[src/pkg/ppom_pkg.sv]
// =====================================================================
// Shared constants for the port pin override multiplexer
// =====================================================================
package ppom_pkg;

    // =================================================================
    // Geometry
    // =================================================================
    localparam int unsigned NUM_PINS   = 8;
    localparam int unsigned APB_ADDR_W = 12;
    localparam int unsigned APB_DATA_W = 32;

    // =================================================================
    // Register byte offsets (one aligned word each)
    // =================================================================
    localparam logic [11:0] OFF_PIN_IN   = 12'h000; // Read sync, write toggles
    localparam logic [11:0] OFF_DIR      = 12'h004; // Direction bits
    localparam logic [11:0] OFF_PORT_OUT = 12'h008; // Port output bits
    localparam logic [11:0] OFF_CTRL     = 12'h00c; // Global control
    localparam logic [11:0] OFF_STATUS   = 12'h010; // Live pin state

    // =================================================================
    // Field positions
    // =================================================================
    localparam int unsigned CTRL_PUD_BIT      = 0;  // pullups_global_off
    localparam int unsigned STAT_INPUT_EN_LSB = 0;  // Input enables, 8 bits
    localparam int unsigned STAT_DRIVE_EN_LSB = 8;  // Driver enables, 8 bits
    localparam int unsigned STAT_PULLUP_LSB   = 16; // Pull-up enables, 8 bits

    // =================================================================
    // Reset values
    // =================================================================
    localparam logic [7:0] RST_DIR      = 8'h00;
    localparam logic [7:0] RST_PORT_OUT = 8'h00;
    localparam logic       RST_PUD      = 1'b0;
    localparam logic [7:0] RST_PIN_SYNC = 8'h00;

    // =================================================================
    // Sleep controller mode codes
    // =================================================================
    typedef enum logic [2:0] {
        SLP_ACTIVE      = 3'h0,
        SLP_IDLE        = 3'h1,
        SLP_ADC_NR      = 3'h2,
        SLP_POWER_DOWN  = 3'h3,
        SLP_POWER_SAVE  = 3'h4,
        SLP_STANDBY     = 3'h5,
        SLP_EXT_STANDBY = 3'h6
    } ppom_sleep_t;

endpackage : ppom_pkg

[src/verilog/ppom_pin_cell.sv]
`timescale 1ns/1ps
// =====================================================================
// One pin: override selection between port control and peripheral
// =====================================================================
module ppom_pin_cell (
    // Port register bits
    input  wire logic dir_bit_i,
    input  wire logic port_out_bit_i,
    input  wire logic pullups_global_off_i,
    // Peripheral override signals
    input  wire logic pullup_override_en_i,
    input  wire logic pullup_override_val_i,
    input  wire logic dir_override_en_i,
    input  wire logic dir_override_val_i,
    input  wire logic value_override_en_i,
    input  wire logic value_override_val_i,
    input  wire logic input_en_override_en_i,
    input  wire logic input_en_override_val_i,
    // Sleep clamp and pad level
    input  wire logic sleep_clamp_i,
    input  wire logic pad_in_i,
    // Pad controls and input taps
    output logic      pullup_en_o,
    output logic      drive_en_o,
    output logic      drive_val_o,
    output logic      input_en_o,
    output logic      alt_raw_input_o
);

    // =================================================================
    // Pad control selection
    // =================================================================
    // Pull-up, driver and value each pick override or port register
    always_comb begin
        if (pullup_override_en_i) begin
            pullup_en_o = pullup_override_val_i;
        end else begin
            pullup_en_o = ({dir_bit_i, port_out_bit_i,
                            pullups_global_off_i} == 3'h2);
        end
        if (dir_override_en_i) begin
            drive_en_o = dir_override_val_i;
        end else begin
            drive_en_o = dir_bit_i;
        end
        // Value is forced low while undriven so the pad output is stable
        if (!drive_en_o) begin
            drive_val_o = 1'b0;
        end else if (value_override_en_i) begin
            drive_val_o = value_override_val_i;
        end else begin
            drive_val_o = port_out_bit_i;
        end
    end

    // =================================================================
    // Digital input enable and raw tap
    // =================================================================
    // Clamped input reads as ground; tap sits ahead of the synchronizer
    always_comb begin
        if (input_en_override_en_i) begin
            input_en_o = input_en_override_val_i;
        end else begin
            input_en_o = !sleep_clamp_i;
        end
        alt_raw_input_o = pad_in_i & input_en_o;
    end

endmodule : ppom_pin_cell

[src/verilog/ppom_port_a.sv]
// The APB slave port and the register addresses are this design's own decisions.
`timescale 1ns/1ps
// Notes on behaviour
// - Pull-up override enable selects override value
// - Else pull-up on when pattern is 010
// - Direction override enable selects override driver value
// - Else driver follows direction register bit
// - Value override drives override level when enabled
// - Else driven level is port output bit
// - Toggle override inverts port output bit
// - Input override enable selects input enable value
// - Else input enable follows run/sleep state
// - Raw input tapped before synchronizer; receiver syncs
// - Port A pull/direction/value overrides tied zero
// - Input override from pin-change and digital-off
// - Raw input feeds same-index pin-change source
// - Analog path feeds same-index converter channel
// - Analog path goes straight to pad
// - Writing one to input bit toggles output
// - Clamp inputs in power-down, power-save, standby
module ppom_port_a #(
    parameter int unsigned PINS = ppom_pkg::NUM_PINS
) (
    // Clock and reset
    input  wire logic                            ref_clk_i,
    input  wire logic                            rst_b_i,
    // APB slave
    input  wire logic                            psel_i,
    input  wire logic                            penable_i,
    input  wire logic                            pwrite_i,
    input  wire logic [ppom_pkg::APB_ADDR_W-1:0] paddr_i,
    input  wire logic [ppom_pkg::APB_DATA_W-1:0] pwdata_i,
    output logic      [ppom_pkg::APB_DATA_W-1:0] prdata_o,
    output logic                                 pready_o,
    output logic                                 pslverr_o,
    // Pads
    input  wire logic [PINS-1:0]                 pad_in_i,
    output logic      [PINS-1:0]                 pad_out_o,
    output logic      [PINS-1:0]                 pad_oe_o,
    output logic      [PINS-1:0]                 pad_pullup_o,
    // Sleep controller
    input  wire logic [2:0]                      sleep_mode_i,
    // Pin-change unit and converter controls
    input  wire logic [PINS-1:0]                 pin_change_mask_bits_i,
    input  wire logic                            pin_change_group0_en_i,
    input  wire logic [PINS-1:0]                 chan_digital_off_bit_i,
    // Taps to alternate-function modules
    output logic      [PINS-1:0]                 pin_change_src_o,
    output logic      [PINS-1:0]                 converter_channels_o
);

    // =================================================================
    // Register state
    // =================================================================
    logic [PINS-1:0]                 dir_bit_q;
    logic [PINS-1:0]                 dir_bit_d;
    logic [PINS-1:0]                 port_out_bit_q;
    logic [PINS-1:0]                 port_out_bit_d;
    logic                            pullups_global_off_q;
    logic                            pullups_global_off_d;
    logic [ppom_pkg::APB_DATA_W-1:0] rdata_q;
    logic [ppom_pkg::APB_DATA_W-1:0] rdata_d;
    logic                            slverr_q;
    logic                            slverr_d;

    // Input synchronizer, two stages
    logic [PINS-1:0]                 pin_meta_q;
    logic [PINS-1:0]                 pin_in_bit_q;

    // =================================================================
    // Per-pin wires
    // =================================================================
    logic [PINS-1:0]                 input_en_override_en;
    logic [PINS-1:0]                 input_en_override_val;
    logic [PINS-1:0]                 toggle_override_en;
    logic [PINS-1:0]                 pullup_en;
    logic [PINS-1:0]                 drive_en;
    logic [PINS-1:0]                 drive_val;
    logic [PINS-1:0]                 input_en;
    logic [PINS-1:0]                 alt_raw_input;
    logic                            sleep_clamp;

    // =================================================================
    // APB decode helpers
    // =================================================================
    logic                            setup_phase;
    logic                            access_phase;
    logic                            wr_pin;
    logic                            wr_dir;
    logic                            wr_port;
    logic                            wr_ctrl;
    logic                            addr_hit;

    // =================================================================
    // Sleep clamp
    // =================================================================
    // Deep sleep modes clamp floating inputs to save current; idle,
    // converter noise reduction and extended standby leave them alone
    always_comb begin
        case (sleep_mode_i)
            ppom_pkg::SLP_POWER_DOWN: sleep_clamp = 1'b1;
            ppom_pkg::SLP_POWER_SAVE: sleep_clamp = 1'b1;
            ppom_pkg::SLP_STANDBY:    sleep_clamp = 1'b1;
            default:                  sleep_clamp = 1'b0;
        endcase
    end

    // =================================================================
    // Port A override generation
    // =================================================================
    // Pin-change wake must see the pad even while clamped, and a pin
    // handed to the converter must have its digital buffer switched
    // off; both are pure gates on the owners' bits, so a change in a
    // mask or disable bit reaches the pad in the same cycle
    always_comb begin
        for (int i = 0; i < PINS; i++) begin
            input_en_override_val[i] = pin_change_mask_bits_i[i]
                                     & pin_change_group0_en_i;
            input_en_override_en[i]  = input_en_override_val[i]
                                     | chan_digital_off_bit_i[i];
        end
        // Port A has no peripheral that toggles its output bits
        toggle_override_en = '0;
    end

    // =================================================================
    // Pin cells
    // =================================================================
    // Pull-up, direction and value overrides are held at zero so the
    // port registers keep full control of every Port A pin
    for (genvar g = 0; g < PINS; g++) begin : g_pin
        ppom_pin_cell u_cell (
            .dir_bit_i               (dir_bit_q[g]),
            .port_out_bit_i          (port_out_bit_q[g]),
            .pullups_global_off_i    (pullups_global_off_q),
            .pullup_override_en_i    (1'b0),
            .pullup_override_val_i   (1'b0),
            .dir_override_en_i       (1'b0),
            .dir_override_val_i      (1'b0),
            .value_override_en_i     (1'b0),
            .value_override_val_i    (1'b0),
            .input_en_override_en_i  (input_en_override_en[g]),
            .input_en_override_val_i (input_en_override_val[g]),
            .sleep_clamp_i           (sleep_clamp),
            .pad_in_i                (pad_in_i[g]),
            .pullup_en_o             (pullup_en[g]),
            .drive_en_o              (drive_en[g]),
            .drive_val_o             (drive_val[g]),
            .input_en_o              (input_en[g]),
            .alt_raw_input_o         (alt_raw_input[g])
        );
    end

    // =================================================================
    // Pad outputs and alternate-function taps
    // =================================================================
    // Raw input is unsynchronized; the pin-change unit must sync it
    always_comb begin
        pad_out_o            = drive_val;
        pad_oe_o             = drive_en;
        pad_pullup_o         = pullup_en;
        pin_change_src_o     = alt_raw_input;
        // Analog level comes from the pad, ahead of any digital gating
        converter_channels_o = pad_in_i;
    end

    // =================================================================
    // APB decode
    // =================================================================
    // Reads are captured in the setup cycle so read data leaves a flop;
    // the access phase then completes at once, one wait-free cycle
    always_comb begin
        setup_phase  = psel_i & !penable_i;
        access_phase = psel_i & penable_i;
        wr_pin       = 1'b0;
        wr_dir       = 1'b0;
        wr_port      = 1'b0;
        wr_ctrl      = 1'b0;
        addr_hit     = 1'b1;
        if (paddr_i == ppom_pkg::OFF_PIN_IN) begin
            wr_pin = access_phase & pwrite_i;
        end else if (paddr_i == ppom_pkg::OFF_DIR) begin
            wr_dir = access_phase & pwrite_i;
        end else if (paddr_i == ppom_pkg::OFF_PORT_OUT) begin
            wr_port = access_phase & pwrite_i;
        end else if (paddr_i == ppom_pkg::OFF_CTRL) begin
            wr_ctrl = access_phase & pwrite_i;
        end else if (paddr_i == ppom_pkg::OFF_STATUS) begin
            addr_hit = 1'b1;                                   // Read only
        end else begin
            addr_hit = 1'b0;
        end
    end

    // =================================================================
    // Register next state
    // =================================================================
    // A write of one to the input register flips the output bit no
    // matter the direction; a toggle override flips it every cycle it
    // is held, so the owning module must pulse it
    always_comb begin
        dir_bit_d            = dir_bit_q;
        port_out_bit_d       = port_out_bit_q;
        pullups_global_off_d = pullups_global_off_q;
        if (wr_dir) begin
            dir_bit_d = pwdata_i[PINS-1:0];
        end
        if (wr_port) begin
            port_out_bit_d = pwdata_i[PINS-1:0];
        end
        if (wr_pin) begin
            port_out_bit_d = port_out_bit_q ^ pwdata_i[PINS-1:0];
        end
        port_out_bit_d = port_out_bit_d ^ toggle_override_en;
        if (wr_ctrl) begin
            pullups_global_off_d = pwdata_i[ppom_pkg::CTRL_PUD_BIT];
        end
    end

    // =================================================================
    // Read data and error capture
    // =================================================================
    // Unmapped addresses read zero and flag an error; writes to the
    // status word are ignored without error
    always_comb begin
        rdata_d  = rdata_q;
        slverr_d = slverr_q;
        if (setup_phase) begin
            rdata_d  = '0;
            slverr_d = !addr_hit;
            if (pwrite_i) begin
                rdata_d = '0;
            end else if (paddr_i == ppom_pkg::OFF_PIN_IN) begin
                rdata_d[PINS-1:0] = pin_in_bit_q;
            end else if (paddr_i == ppom_pkg::OFF_DIR) begin
                rdata_d[PINS-1:0] = dir_bit_q;
            end else if (paddr_i == ppom_pkg::OFF_PORT_OUT) begin
                rdata_d[PINS-1:0] = port_out_bit_q;
            end else if (paddr_i == ppom_pkg::OFF_CTRL) begin
                rdata_d[ppom_pkg::CTRL_PUD_BIT] = pullups_global_off_q;
            end else if (paddr_i == ppom_pkg::OFF_STATUS) begin
                rdata_d[ppom_pkg::STAT_INPUT_EN_LSB +: PINS] = input_en;
                rdata_d[ppom_pkg::STAT_DRIVE_EN_LSB +: PINS] = drive_en;
                rdata_d[ppom_pkg::STAT_PULLUP_LSB +: PINS]   = pullup_en;
            end
        end
    end

    // =================================================================
    // APB answer
    // =================================================================
    always_comb begin
        pready_o  = access_phase;
        pslverr_o = access_phase & slverr_q;
        prdata_o  = rdata_q;
    end

    // =================================================================
    // Flops
    // =================================================================
    // Registers, bus capture and the input synchronizer; reset leaves
    // every pin an input with no pull-up, so the pads float tri-state
    always_ff @(posedge ref_clk_i or negedge rst_b_i) begin
        if (!rst_b_i) begin
            dir_bit_q            <= ppom_pkg::RST_DIR;
            port_out_bit_q       <= ppom_pkg::RST_PORT_OUT;
            pullups_global_off_q <= ppom_pkg::RST_PUD;
            rdata_q              <= '0;
            slverr_q             <= 1'b0;
            pin_meta_q           <= ppom_pkg::RST_PIN_SYNC;
            pin_in_bit_q         <= ppom_pkg::RST_PIN_SYNC;
        end else begin
            dir_bit_q            <= dir_bit_d;
            port_out_bit_q       <= port_out_bit_d;
            pullups_global_off_q <= pullups_global_off_d;
            rdata_q              <= rdata_d;
            slverr_q             <= slverr_d;
            pin_meta_q           <= alt_raw_input;
            pin_in_bit_q         <= pin_meta_q;
        end
    end

endmodule : ppom_port_a
[config.mk]
export PLATFORM = sky130hd
export DESIGN_NAME = ppom_port_a
export DESIGN_NICKNAME = d
export VERILOG_FILES = /design/src/pkg/ppom_pkg.sv /design/src/verilog/ppom_pin_cell.sv /design/src/verilog/ppom_port_a.sv
export SDC_FILE = /design/constraint.sdc
export NUM_CORES = 1
export LEC_CHECK = 0
export ABC_CLOCK_PERIOD_IN_PS = 2250
export BUFFER_PORTS_ARGS = -buffer_cell sky130_fd_sc_hd__buf_4
export CORE_ASPECT_RATIO = 0.6
export CORE_MARGIN = 2
export CORE_UTILIZATION = 35
export CTS_CLUSTER_DIAMETER = 150
export CTS_CLUSTER_SIZE = 28
export DETAILED_ROUTE_END_ITERATION = 8
export GPL_ROUTABILITY_DRIVEN = 0
export PLACE_DENSITY_LB_ADDON = 0.05
export SYNTH_ARGS = -nofsm -noshare
export SYNTH_HDL_FRONTEND = slang
export SYNTH_HIERARCHICAL = 1
export SYNTH_SLANG_ARGS = --single-unit
[constraint.sdc]
create_clock -name ref_clk_i -period 2.25 [get_ports ref_clk_i]
set_input_delay 0.225 -clock ref_clk_i [delete_from_list [all_inputs] [get_ports ref_clk_i]]
set_output_delay 0.225 -clock ref_clk_i [all_outputs]
set_load 0.01 [all_outputs]
==> results of run 1 <==
[power by group through the flow]
| stage | combinational [mW] | clock (mW) | sequential, mW |
|---|---|---|---|
| floorplan | 0.200 | 0 | 1.09 |
| global placement | 0.365 | 0 | 1.09 |
| detailed placement | 0.372 | 0 | 1.09 |
| CTS | 0.375 | 1.56 | 1.07 |
| global route | 0.412 | 1.62 | 1.07 |
| finish | 0.370 | 1.53 | 1.07 |
[worst paths after layout]
path | startpoint | end | slack, ns | cells after the start
worst max register to register | pullups_global_off_q | prdata_o[22] | 0.88 | 2
max in group asynchronous | rst_b_i | prdata_o[13] | 1.22 | 2
worst max-delay path | pullups_global_off_q | pad_pullup_o[6] | 0.37 | 2
worst min-delay path | pwdata_i[3] | port_out_bit_q[3] | 0.09 | 2
worst min register to register | pin_meta_q[7] | pin_in_bit_q[7] | 0.34 | 0
min in group asynchronous | rst_b_i | prdata_o[1] | 0.50 | 2
[synth_stat cells]
cell / n / area [um2]
nor3_1: 3 / 15.0
nor2_4: 1 / 11.3
nor4_4: 1 / 21.3
nand4_1: 2 / 12.5
clkbuf_1: 9 / 33.8
and3_1: 1 / 6.26
mux2_4: 16 / 240
buf_4: 17 / 128
o31ai_1: 7 / 52.6
o21ai_0: 3 / 15.0
nand3_1: 1 / 5.00
nor4b_1: 1 / 8.76
a211oi_1: 6 / 45.0
nand2b_1: 2 / 12.5
buf_1: 1 / 3.75
nand4_2: 2 / 25.0
mux2_2: 9 / 101
a21o_1: 1 / 7.51
a41oi_1: 5 / 43.8
a21boi_1: 8 / 60.1
o21a_1: 1 / 7.51
a311oi_1: 7 / 61.3
and4b_1: 1 / 10.0
nor3_4: 1 / 16.3
o41ai_1: 8 / 70.1
nand2_1: 34 / 128
nor3b_1: 7 / 52.6
and4_1: 1 / 8.76
dfrtp_1: 58 / 1450
conb_1: 1 / 3.75
nor3_2: 2 / 20.0
a21oi_1: 15 / 75.1
nor2_1: 15 / 56.3
a22oi_1: 1 / 7.51
and2_1: 17 / 106
a22o_1: 16 / 140
inv_1: 16 / 60.1
o22ai_1: 1 / 6.26
mux2i_1: 3 / 30.0
or2_2: 17 / 106
[cells by family (layout without fill, tap and decap cells)]
logic type / count (synthesis) / count (layout) / share of synthesized area
AO/OA/AOI/OAI: 79 / 79 / 0.181
buffers and inverters: 43 / 157 / 0.0690
flip-flops: 58 / 58 / 0.444
multiplexers: 28 / 28 / 0.114
other: 1 / 64 / 0.00115
AND/OR/NAND/NOR: 109 / 109 / 0.190
[cell type report]
class / instances / area (um2)
clock buffers: 12 / 267
multi-input cells: 280 / 1830
repair buffers: 125 / 941
fillers: 871 / 4360
flip-flops and latches: 58 / 1450
inverters: 16 / 60.1
clock inverters: 4 / 72.6
well taps: 116 / 145
[per-layer routing]
layer | vias to the layer above | routed length [um] | global-route usage
li1 | 1418 | - | -
met1 | 1349 | 4220 | 0.248
met2 | 79 | 3900 | 0.274
met3 | 4 | 511 | 0.0620
met4 | 0 | 56 | 0.0543
met5 | - | 0 | 0
[flip-flops by register name, summed over array words and instances, names as in the netlist]
register / flops
pin_meta_q: 8
dir_bit_q: 8
slverr_q: 1
pullups_global_off_q: 1
pin_in_bit_q: 8
prdata_o: 24
port_out_bit_q: 8
[metrics by stage]
step	setup WS [ns]	instances	cell area, um2	total power, mW	util
6_report	0.367	611	4760	2.97	0.522
4_1_cts	0.342	611	4760	3.01	0.522
3_3_place_gp	0.331	594	4410	1.45	0.484
5_1_grt	0.263	611	4760	3.11	0.522
3_5_place_dp	0.291	594	4410	1.46	0.484
2_1_floorplan	0.575	381	3500	1.29	-
[timing repair]
action,4_1_cts,5_1_grt
hold buffers,1,0
buffers inserted,0,0
gates resized for setup,0,0
endpoints found under the hold margin,2,0
==> impl_metrics.ini, run 1 <==
[run_status]
outcome = finished, final reports clean

[place]
hpwl_um = 6640
port_buffers = 118

[layout]
layout_common_cells = buf_4 (124), conb_1 (64), dfrtp_1 (58)
drive_gt1_frac = 0.382
final_nets = 567
diodes = 0
final_common_cell = buf_4
syn_to_final_growth_pct = 45.8

[timing]
slew_headroom = 0.489
drv_slew = 0
grt_setup_unrepaired = no
period_share = 0.837
holdWs_ns = 0.0924
finClkSkew_ns = 0.00364
setup_tns_ns = 0
final_hold_viol_count = 0
worst_pin_slew_ns = 0.766
min_period_ns = 1.88
finalSetupViolations = 0
max_freq_mhz = 531

[routing]
wl_um = 8690
dr.pass1.iters = 4
vias = 2850
ant_nets = 0
wl_per_cell_um = 14.2
route.detailed.drc = 0
drt-initial-drc-count = 138
vias_per_cell = 4.66

[cts]
clock_path_buffers = 2
clk-insertion-delay-late_ns = 0.33
clk_pin_slew_ns = 0.05
cts_tree = done
clkSinkCount = 58
clock-root-buffer = clkbuf_16
cts_buffers = 9
h-tree-depth = 3

[floorplanning]
start_util = 0.358
die_y_um = 78.8
coreArea_um2 = 9120
die-area_um2 = 10100
ios = 151
rows = 27
die_w_um = 129

[power]
power.internal_mw = 2.31
p_leak_nw = 2.42
pwr-share-seq = 0.361
vdd_ir_drop_max_mv = 0.354
pwr-share-clk = 0.514
power_density_nw_per_um2 = 624
sw_frac_of_total = 0.224
pwr-share-comb = 0.125
switchingPower_mw = 0.665

[setup_path]
critPathSlowestCell = o41ai_1
end_kind = output port
cp.required_ns = 2.03
critPathLaunchType = flop
cp.buffers_inverters = 1
critPathKind = flop to output port
worst-path-max-fanout = 10
crit_path_max_incr_delay_ns = 0.56
critical_path.top_delay_family = compound AO/OA/AOI/OAI gates
cp_cell_sequence = o41ai_1 > buf_4
worstPathArrival_ns = 1.66

[synthesis]
avgSynthCellArea_um2 = 10.3
seq_area_frac_synth = 0.444
ys_seq_elements = 58
synth.distinct_cells = 40
synthesis.area_um2 = 3270
synth_cells = 318
yosysWarningCount = 6

[grt]
grt_pass1_wl_um = 14100
grt_remaining_overflow = 0
grt_max_degree = 59
antenna_found_initial = 0
first_global_vias = 2822
grt.total_usage = 0.182

[hold_path]
hp-class = input port to flop

[job]
cap_violations = 0
Note: power is estimated with default switching activity, not from simulation.
==> run 2: changes to the inputs <==
--- a/config.mk
+++ b/config.mk
@@ -5,7 +5,7 @@
 export SDC_FILE = /design/constraint.sdc
 export NUM_CORES = 1
 export LEC_CHECK = 0
-export ABC_CLOCK_PERIOD_IN_PS = 2250
+export ABC_CLOCK_PERIOD_IN_PS = 1750
 export BUFFER_PORTS_ARGS = -buffer_cell sky130_fd_sc_hd__buf_4
 export CORE_ASPECT_RATIO = 0.6
 export CORE_MARGIN = 2
==> constraint.sdc (replaced) <==
create_clock -name ref_clk_i -period 1.75 [get_ports ref_clk_i]
set_input_delay 0.175 -clock ref_clk_i [delete_from_list [all_inputs] [get_ports ref_clk_i]]
set_output_delay 0.175 -clock ref_clk_i [all_outputs]
set_load 0.01 [all_outputs]
==> impl_metrics.ini, run 2 (synthesized netlist as in run 1, its figures left out) <==
[layout]
diodes = 0
final_common_cell = buf_4
final_core_util = 0.538
syn_to_final_growth_pct = 50.3
regArea_um2 = 1450
fin_cells = 619
largest_reg_flops = 24
final_nets = 575
multiInputGateArea_um2 = 1890
drive_gt1_frac = 0.410
layout_common_cells = buf_4 (130), conb_1 (64), dfrtp_1 (57)
n_fill_cell = 851

[grt]
grt_max_degree = 34
grt.total_usage = 0.185
grt_pass1_wl_um = 14300
grt_remaining_overflow = 0
antenna_found_initial = 0
first_global_vias = 2890

[place]
pre_cts_slack_ns = 0.0683
placed_cells = 602
hpwl_um = 6750
port_buffers = 118

[cts]
clk_pin_slew_ns = 0.05
cts_setup_buffers = 0
cts_tree = done
cts_buffers = 9
clock_path_buffers = 2
clk-insertion-delay-late_ns = 0.33
h-tree-depth = 3
clock-root-buffer = clkbuf_16
clkSinkCount = 58

[floorplanning]
start_util = 0.358
rows = 27
die-area_um2 = 10100
ios = 151
coreArea_um2 = 9120
die_w_um = 129
die_y_um = 78.8

[timing]
finClkSkew_ns = 0.00390
setup_tns_ns = 0
max_freq_mhz = 596
final_hold_viol_count = 0
slew_headroom = 0.534
min_period_ns = 1.68
worst_slack_ns = 0.0732
drv_slew = 0
worst_pin_slew_ns = 0.679
finalSetupViolations = 0
grt_setup_unrepaired = no
period_share = 0.958
holdWs_ns = 0.0386

[run_status]
outcome = finished, final reports clean

[setup_path]
critical_path.top_delay_family = flip-flops
worst-path-max-fanout = 6
cp.required_ns = 1.57
critPathLaunchType = flop
rr_endpoint = prdata_o[0]
cp_cell_sequence = inv_1 > o41ai_2 > buf_4
reg2reg_from = pullups_global_off_q
critical_path.startpoint = port_out_bit_q[1]
cp.buffers_inverters = 2
worst-path-stages = 3
critPathSlowestCell = dfrtp_1
worstPathArrival_ns = 1.50
critPathKind = flop to output port
end_kind = output port
crit_path_max_incr_delay_ns = 0.47
endpoint = pad_pullup_o[1]
rrSetupSlack_ns = 0.50
ff2ff_path_depth = 4

[power]
power.internal_mw = 2.98
vdd_ir_drop_max_mv = 0.451
sw_frac_of_total = 0.224
pwr-share-clk = 0.511
power_density_nw_per_um2 = 781
switchingPower_mw = 0.857
pwr-share-seq = 0.360
p_leak_nw = 2.51
pwr-share-comb = 0.129

[routing]
drt-initial-drc-count = 124
vias = 2892
wl_um = 8760
dr.pass1.iters = 5
vias_per_cell = 4.67
wl_per_cell_um = 14.1
route.detailed.drc = 0
ant_nets = 0

[job]
cap_violations = 0

[hold_path]
hp-class = input port to flop
run 2: changes by cell type in the layout (fill, tap and decap cells not counted):
cell / delta
dfrtp_2: +1
buf_4: +6
o41ai_1: -8
buf_12: +2
dfrtp_1: -1
o41ai_2: +8
run 2: cell type report:
type	count	area share
Inverter	16	0.0122
Tap cell	116	0.0296
Timing Repair Buffer	133	0.209
Clock buffer	12	0.0543
Sequential cell	58	0.296
Multi-Input combinational cell	280	0.384
Clock inverter	4	0.0148
run 2: what timing repair did:
item,CTS,global route
hold endpoints to repair,25,0
gates resized for setup,6,3
hold buffers,1,0
setup endpoints to repair,8,3
pin swaps,0,0
run 2: power by group through the flow:
| stage | logic [mW] | clock network, mW | registers, mW |
|---|---|---|---|
| 4_1_cts | 0.495 | 2.00 | 1.38 |
| 2_1_floorplan | 0.257 | 0 | 1.40 |
| 3_5_place_dp | 0.487 | 0 | 1.40 |
| 3_3_place_gp | 0.479 | 0 | 1.40 |
| 6_report | 0.494 | 1.96 | 1.38 |
| 5_1_grt | 0.550 | 2.06 | 1.38 |
run 2: worst min path at each step:
stage | start | to | cells after the start
after floorplan | rst_b_i | dir_bit_q[0] | 0
after global placement | rst_b_i | pin_meta_q[1] | 1
after detailed placement | rst_b_i | pin_meta_q[1] | 1
after CTS | pwdata_i[6] | port_out_bit_q[6] | 2
after global routing | pwdata_i[3] | port_out_bit_q[3] | 2
final | pwdata_i[6] | port_out_bit_q[6] | 2
run 2: stage by stage:
stage | instance area [um2] | power (mW)
CTS | 4890 | 3.88
global placement | 4500 | 1.88
detailed placement | 4500 | 1.89
floorplan | 3500 | 1.65
global route | 4910 | 3.99
finish | 4910 | 3.83
run 2: layer usage:
metal,up-vias,share of wire,track usage,routed length [um]
li1,1436,-,-,-
met4,0,0.013,0.0609,112
met5,-,0,0,0
met3,10,0.049,0.0519,426
met1,1375,0.49,0.250,4280
met2,71,0.45,0.286,3940
